## src/cmt_pkg.sv

```systemverilog
// Constants for the clock-mode decoder and the memory-controller tick generator.
// Assumes a single fast sampling clock that is much faster than the input clock.
package cmt_pkg;
    localparam int STRAP_W = 7;
    localparam int COMMS_W = 3;
    localparam int CORE_W = 4;
    localparam int CNT_W = 8;
    localparam int PROD_W = 12;
    localparam int FRAC_W = 4;

    // Valid strap window and its layout
    localparam logic [6:0] STRAP_FIRST = 7'h0d;
    localparam logic [6:0] STRAP_LAST = 7'h20;
    localparam logic [6:0] STRAP_RESERVED = 7'h21;
    localparam logic [4:0] CORE_STEPS = 5'h05;
    localparam logic [2:0] COMMS_BASE = 3'h3;
    localparam logic [3:0] CORE_BASE = 4'h4;
    localparam logic [1:0] BUS_MULT = 2'h1;

    // Tick fractions per ratio class: second tick num, fourth tick num, denominator
    localparam logic [3:0] INT_SECOND_NUM = 4'h1;
    localparam logic [3:0] INT_FOURTH_NUM = 4'h3;
    localparam logic [3:0] INT_DEN = 4'h4;
    localparam logic [3:0] H25_SECOND_NUM = 4'h3;
    localparam logic [3:0] H25_FOURTH_NUM = 4'h8;
    localparam logic [3:0] H25_DEN = 4'ha;
    localparam logic [3:0] H35_SECOND_NUM = 4'h4;
    localparam logic [3:0] H35_FOURTH_NUM = 4'hb;
    localparam logic [3:0] H35_DEN = 4'he;

    typedef enum logic [1:0]
    {
        RATIO_INT = 2'h0,
        RATIO_2P5 = 2'h1,
        RATIO_3P5 = 2'h2
    } cmt_ratio_t;

    // Gray sequence along reset -> capture -> run
    typedef enum logic [1:0]
    {
        ST_HOLD = 2'h0,
        ST_CAPTURE = 2'h1,
        ST_RUN = 2'h3
    } cmt_state_t;
endpackage : cmt_pkg

```

## src/cmt_mode_decode.sv

```systemverilog
// Combinational decoder of the seven-bit clock-mode strap.
// Assumes the strap value is already held stable by the caller.
`timescale 1ns/10ps
module cmt_mode_decode
    import cmt_pkg::*;
(
    input wire logic [cmt_pkg::STRAP_W-1:0] code,
    output logic [cmt_pkg::COMMS_W-1:0] comms_mult,
    output logic [cmt_pkg::CORE_W-1:0] core_mult,
    output logic valid
);
    logic [4:0] idx;
    logic [4:0] grp;
    logic [4:0] step;

    always_comb
    begin
        idx = 5'(code - STRAP_FIRST);
        grp = 5'(idx / CORE_STEPS);
        step = 5'(idx % CORE_STEPS);
        valid = (code >= STRAP_FIRST) && (code <= STRAP_LAST);
        if (valid)
        begin
            comms_mult = COMMS_BASE + grp[2:0];
            core_mult = CORE_BASE + step[3:0];
        end
        else
        begin
            comms_mult = 3'h0;
            core_mult = 4'h0;
        end
    end
endmodule : cmt_mode_decode

```

## src/cmt_tick_gen.sv

```systemverilog
// Clock-mode strap capture and four-tick generator for the memory controller.
// Assumes clk is a fast internal clock and input_clock is a synchronous sampled level.
`timescale 1ns/10ps
module cmt_tick_gen
    import cmt_pkg::*;
(
    input wire logic clk,
    input wire logic reset,
    input wire logic clk_en,
    input wire logic input_clock,
    input wire logic mode_strap_high,
    input wire logic [5:0] mode_strap_low,
    input wire cmt_pkg::cmt_ratio_t ratio_class,
    output logic tick_rise,
    output logic tick_second,
    output logic tick_fall,
    output logic tick_fourth,
    output logic launch_rise,
    output logic [cmt_pkg::COMMS_W-1:0] comms_processor_mult,
    output logic [cmt_pkg::CORE_W-1:0] core_mult,
    output logic [1:0] bus_mult,
    output logic mode_valid,
    output logic factors_ready
);
    import cmt_pkg::*;

    cmt_state_t state_q;
    logic [STRAP_W-1:0] strap_q;
    cmt_ratio_t ratio_q;
    logic in_q;
    logic primed_q;
    logic [CNT_W-1:0] cnt_q;
    logic [CNT_W-1:0] period_q;
    logic rise;
    logic fall;
    logic [3:0] num2;
    logic [3:0] num4;
    logic [3:0] den;
    logic [PROD_W-1:0] pos2;
    logic [PROD_W-1:0] pos4;
    logic [COMMS_W-1:0] dec_comms;
    logic [CORE_W-1:0] dec_core;
    logic dec_valid;

    // Strap capture: taken in the first enabled cycle after reset release
    always_ff @(posedge clk or posedge reset)
    begin
        if (reset)
        begin
            state_q <= ST_HOLD;
        end
        else if (clk_en)
        begin
            case (state_q)
                ST_HOLD: state_q <= ST_CAPTURE;
                ST_CAPTURE: state_q <= ST_RUN;
                ST_RUN: state_q <= ST_RUN;
                default: state_q <= ST_HOLD;
            endcase
        end
    end

    always_ff @(posedge clk or posedge reset)
    begin
        if (reset)
        begin
            strap_q <= 7'h00;
            ratio_q <= RATIO_INT;
        end
        else if (clk_en && state_q == ST_HOLD)
        begin
            strap_q <= {mode_strap_high, mode_strap_low};
            ratio_q <= ratio_class;
        end
    end

    cmt_mode_decode cmt_mode_decode_i
    (
        .code(strap_q),
        .comms_mult(dec_comms),
        .core_mult(dec_core),
        .valid(dec_valid)
    );

    always_ff @(posedge clk or posedge reset)
    begin
        if (reset)
        begin
            comms_processor_mult <= 3'h0;
            core_mult <= 4'h0;
            bus_mult <= 2'h0;
            mode_valid <= 1'b0;
            factors_ready <= 1'b0;
        end
        else if (clk_en && state_q == ST_CAPTURE)
        begin
            comms_processor_mult <= dec_comms;
            core_mult <= dec_core;
            bus_mult <= BUS_MULT;
            mode_valid <= dec_valid;
            factors_ready <= 1'b1;
        end
    end

    // Edge detection on the sampled input clock; no edge until one level is seen after reset
    assign rise = primed_q && input_clock && !in_q;
    assign fall = primed_q && !input_clock && in_q;

    always_ff @(posedge clk or posedge reset)
    begin
        if (reset)
        begin
            in_q <= 1'b0;
            primed_q <= 1'b0;
            cnt_q <= 8'h00;
            period_q <= 8'h00;
        end
        else if (clk_en)
        begin
            in_q <= input_clock;
            primed_q <= 1'b1;
            if (rise)
            begin
                period_q <= cnt_q;
                cnt_q <= 8'h01;
            end
            else if (cnt_q != 8'hff)
            begin
                cnt_q <= cnt_q + 8'h01;
            end
        end
    end

    always_comb
    begin
        case (ratio_q)
            RATIO_2P5:
            begin
                num2 = H25_SECOND_NUM;
                num4 = H25_FOURTH_NUM;
                den = H25_DEN;
            end
            RATIO_3P5:
            begin
                num2 = H35_SECOND_NUM;
                num4 = H35_FOURTH_NUM;
                den = H35_DEN;
            end
            default:
            begin
                num2 = INT_SECOND_NUM;
                num4 = INT_FOURTH_NUM;
                den = INT_DEN;
            end
        endcase
        pos2 = PROD_W'((PROD_W'(period_q) * PROD_W'(num2)) / PROD_W'(den));
        pos4 = PROD_W'((PROD_W'(period_q) * PROD_W'(num4)) / PROD_W'(den));
    end

    // Ticks are one-cycle pulses; no period known yet means no mid ticks
    always_ff @(posedge clk or posedge reset)
    begin
        if (reset)
        begin
            tick_rise <= 1'b0;
            tick_second <= 1'b0;
            tick_fall <= 1'b0;
            tick_fourth <= 1'b0;
            launch_rise <= 1'b0;
        end
        else if (clk_en)
        begin
            tick_rise <= rise;
            launch_rise <= rise;
            tick_fall <= fall;
            tick_second <= !rise && pos2 != 12'h000 && {4'h0, cnt_q} == pos2;
            tick_fourth <= !rise && pos4 != 12'h000 && {4'h0, cnt_q} == pos4;
        end
    end

    rise_tick_a: assert property (@(posedge clk) disable iff (reset)
        (clk_en && primed_q && input_clock && !in_q) |=> tick_rise && launch_rise)
        else $error("rising tick missing");

    fall_tick_a: assert property (@(posedge clk) disable iff (reset)
        (clk_en && primed_q && !input_clock && in_q) |=> tick_fall && !tick_rise)
        else $error("falling tick missing");

    launch_match_a: assert property (@(posedge clk) disable iff (reset)
        launch_rise == tick_rise)
        else $error("launch strobe off the rising tick");

    second_apart_a: assert property (@(posedge clk) disable iff (reset)
        tick_second |-> !tick_rise && !tick_fourth)
        else $error("second tick collides");

    int_quarter_a: assert property (@(posedge clk) disable iff (reset)
        (clk_en && ratio_q == RATIO_INT && period_q == 8'h28 && cnt_q == 8'h0a && !rise) |=> tick_second)
        else $error("quarter tick misplaced");

    half_ratio_a: assert property (@(posedge clk) disable iff (reset)
        (clk_en && ratio_q == RATIO_2P5 && period_q == 8'h28 && cnt_q == 8'h20 && !rise) |=> tick_fourth)
        else $error("2.5 ratio fourth tick misplaced");

    decode_range_a: assert property (@(posedge clk) disable iff (reset)
        mode_valid |-> comms_processor_mult inside {[3:6]} && core_mult inside {[4:8]})
        else $error("decoded factor out of range");

    reserved_code_a: assert property (@(posedge clk) disable iff (reset)
        (factors_ready && strap_q >= STRAP_RESERVED) |-> !mode_valid)
        else $error("reserved code accepted");

    bus_unity_a: assert property (@(posedge clk) disable iff (reset)
        factors_ready |-> bus_mult == 2'h1)
        else $error("bus factor not one");

    factors_hold_a: assert property (@(posedge clk) disable iff (reset)
        factors_ready && $past(factors_ready) |-> $stable(core_mult) && $stable(comms_processor_mult))
        else $error("factors changed after capture");

    enable_freeze_a: assert property (@(posedge clk) disable iff (reset)
        !clk_en |=> $stable(factors_ready) && $stable(core_mult) && $stable(tick_rise))
        else $error("state moved while clock enable low");
endmodule : cmt_tick_gen
```

## config.mk

```make
export PLATFORM = sky130hd
export DESIGN_NAME = cmt_tick_gen
export DESIGN_NICKNAME = d
export VERILOG_FILES = /design/src/cmt_pkg.sv /design/src/cmt_mode_decode.sv /design/src/cmt_tick_gen.sv
export SDC_FILE = /design/constraint.sdc
export NUM_CORES = 1
export LEC_CHECK = 0
export ABC_CLOCK_PERIOD_IN_PS = 30300
export BUFFER_PORTS_ARGS = -buffer_cell sky130_fd_sc_hd__buf_4
export CAP_MARGIN = 10
export CORE_ASPECT_RATIO = 0.7
export CORE_MARGIN = 10
export CORE_UTILIZATION = 70
export CTS_CLUSTER_SIZE = 25
export DETAILED_ROUTE_END_ITERATION = 12
export GPL_TIMING_DRIVEN = 1
export HOLD_SLACK_MARGIN = 0.08
export PLACE_DENSITY = 0.86
export SYNTH_ARGS = -nofsm -noshare
export SYNTH_HDL_FRONTEND = slang
export SYNTH_SLANG_ARGS = --single-unit
export TNS_END_PERCENT = 20
```

## constraint.sdc

```tcl
create_clock -name clk -period 30.3 [get_ports clk]
set_input_delay 1.515 -clock clk [delete_from_list [all_inputs] [get_ports clk]]
set_output_delay 1.515 -clock clk [all_outputs]
set_load 0.01 [all_outputs]
```

==> flow_summary.yaml <==
run_status:
  status: "finished, final reports clean"
cts:
  cts-htree-levels: 2
  cts_tree: "yes"
  holdBufCountCts: 0
  ctsRootBufferMaster: "clkbuf_16"
  cts.sinks: 42
  cts.clk_slew.worst_paths_ps: 60
  cts_resized: 0
  cts_buffers: 5
  insertion_delay_ps: 280
  post_cts_buffers: 0
  clockBufferDepth: 2
synthesis:
  synth-seq-cells: 42
  synth-compound-area-share_pct: 26.66
  synth_ff_type: "dfrtp_1"
  synth_mux_area_share_pct: 3.999
  synth.area.top_cells: "ha_1 (17%), dfrtp_1 (13%), o21ai_0 (4.5%)"
  synthXorXnorAreaFrac_pct: 5.733
  yosys.area.top_type_share_pct: 16.86
  synth-edff-count: 0
  ys.warnings.count: 0
  ys_types: 90
  synth_adder_area_share_pct: 20.09
  synth_top_family_by_area: "compound AO/OA/AOI/OAI gates"
  synth_area_um2: 7791
  syn-mean-instance-area_um2: 7.776
  async_flop_share_pct: 100.0
  synth_simple_gate_area_share_pct: 26.10
  ys_seq_area_share_pct: 13.49
  netlist_instances: 1002
  yosys.area.top_type: "ha_1"
setup_path:
  crit_path_start_kind: "flop"
  path_class: "reg2reg"
  crit_required_ps: 30450
  max_stage_delay_ps: 910
  rrSetupSlack_ps: 9010
  setup.worst_path.start: "ratio_q[1]$_DFFE_PP0P_"
  cp-end-kind: "flop"
  cp_common_cell: "ha_1"
  crit_family: "compound AO/OA/AOI/OAI gates"
  crit_fanout: 32
  cp_slowest_cell: "a2111oi_0"
  r2r_start: "ratio_q[1]$_DFFE_PP0P_"
  critPathArrivalTime_ps: 21440
  crit_buf_inv: 5
drt:
  drc_errors: 0
  vias_per_cell: 6.465
  wire_per_inst_um: 16.55
  vias: 7551
  first_pass_iters: 5
  postRouteAntennaNets: 0
  wl_mm: 19.33
  drt_iter0_drc: 622
global_routing:
  gr-usage-all-layers_pct: 23.79
  antenna_found_initial: 0
  grt_pass1_vias: 6766
  grt-ovfl-total: 0
  grt_start_max_net_pins: 52
  grt_first_pass_wirelength_mm: 32.93
floorplanning:
  fp.dieW_um: 146.1
  dieArea_um2: 15820
  die-height_um: 108.3
  core_um2: 10930
  num_io_pins: 29
  start_util_pct: 71.28
  fp-row-count: 32
sta:
  worst_pin_slew_ps: 1039
  finalHoldViolations: 0
  relSlewSlack_pct: 29.66
  fin_crit_ps: 21290
  tns_ps: 0
  period_share_pct: 70.27
  finalSetupViolCount: 0
  rsz0062_at_grt: "false"
  slew_viol_final: 0
  max_freq_mhz: 46.96
  finClkSkew_ps: 2.723
placement:
  gp_routability_congestion: 0.9599
  portBuffers: 27
  hpwlAfterDp_mm: 15.24
min_path:
  holdCritStartpoint: "mode_valid$_DFFE_PP0P_"
  hold_path.class: "reg2reg"
layout:
  layout_commonest_cell: "ha_1"
  n_fill_cell: 884
  final_cell_mix: "ha_1 (104), nand2_1 (93), nor2_1 (79)"
  diodes: 0
  layout-drive-gt1-share_pct: 8.473
  nets: 1145
  final_util_pct: 75.38
  area_delta_synth_final_pct: 5.749
job:
  cap_viol_max_count: 0
final timing paths:
check                                           to  depth (start not counted)
max                        tick_fourth$_DFFE_PP0P_                         85
min                         mode_valid$_DFFE_PP0P_                          2
max reg2reg                tick_fourth$_DFFE_PP0P_                         85
min reg2reg                 mode_valid$_DFFE_PP0P_                          2
max in group asynchronous     cnt_q[5]$_DFFE_PP0P_                          3
min in group asynchronous    tick_fall$_DFFE_PP0P_                          3
metrics by stage:
step                      hold WS [ps]  cell area (µm²)  std cells  setup WS (ps)
final                            477.1             8239       1168           9007
after global routing             523.3             8239       1168           7071
after CTS                        484.8             8239       1168           9299
after detailed placement         469.6             8103       1161           9398
after global placement           466.2             8103       1161          10100
after floorplan                  474.4             7795       1003          10810
layout make-up:
class / count / area, µm² / share of cell area, %
sequential: 42 / 1051 / 12.76
multi-input combinational: 885 / 6444 / 78.21
inverter: 51 / 191.4 / 2.323
clock buffer: 6 / 128.9 / 1.564
clock inverter: 1 / 7.507 / 0.09112
timing repair buffer: 30 / 225.2 / 2.733
tap: 153 / 191.4 / 2.323
per-layer routing:
metal / up-vias / global-route usage [%] / part of all wire, %
met2: 266 / 34.68 / 40
met5: - / 0 / 0
li1: 3779 / - / -
met3: 12 / 3.548 / 6.7
met1: 3494 / 36.89 / 53
met4: 0 / 2.707 / 0.39
cell families (layout without fill, tap and decap cells):
kind of cell | count (synthesis) | after routing
flip-flops | 42 | 42
other | 1 | 2
multiplexers | 29 | 29
AO/OA/AOI/OAI | 297 | 297
buffers and inverters | 76 | 88
XOR/XNOR | 51 | 51
adder cells (fa/ha/maj) | 118 | 118
AND/OR/NAND/NOR | 388 | 388
worst register-to-register path, delay by kind of cell, from the launching register on:
| family | cells | cell delay [ps] |
|---|---|---|
| simple gates | 21 | 4960 |
| buf+inv | 5 | 640 |
| fa+ha+maj | 15 | 4390 |
| flops | 1 | 400 |
| compound gates | 40 | 9140 |
| mux | 4 | 1600 |
cells in the mapped netlist, types with 9 or more instances:
library cell	n
nor3_1	37
nand4_1	11
nand2_1	93
mux2i_1	12
a21oi_1	39
nand2b_1	28
dfrtp_1	42
inv_1	51
o31ai_1	10
xor2_1	16
nor2_1	79
a21o_1	18
or3_1	10
nand3_1	17
fa_1	12
xnor2_1	35
and2_1	19
o21a_1	30
clkbuf_1	19
a211oi_1	15
o211ai_1	17
nor2b_1	29
o21ai_0	70
ha_1	105
a31oi_1	9
mux2_2	17
nor4_1	17
state kept, by name, summed over array words and instances, names as in the netlist, 2 cells and up:
name / flops
cnt_q: 8
strap_q: 7
ratio_q: 2
core_mult: 4
comms_processor_mult: 3
state_q: 2
period_q: 8
Power is left out: the tool's default activity adds up to more than one toggle a clock period on the data nets, which glitch-free logic cannot reach.
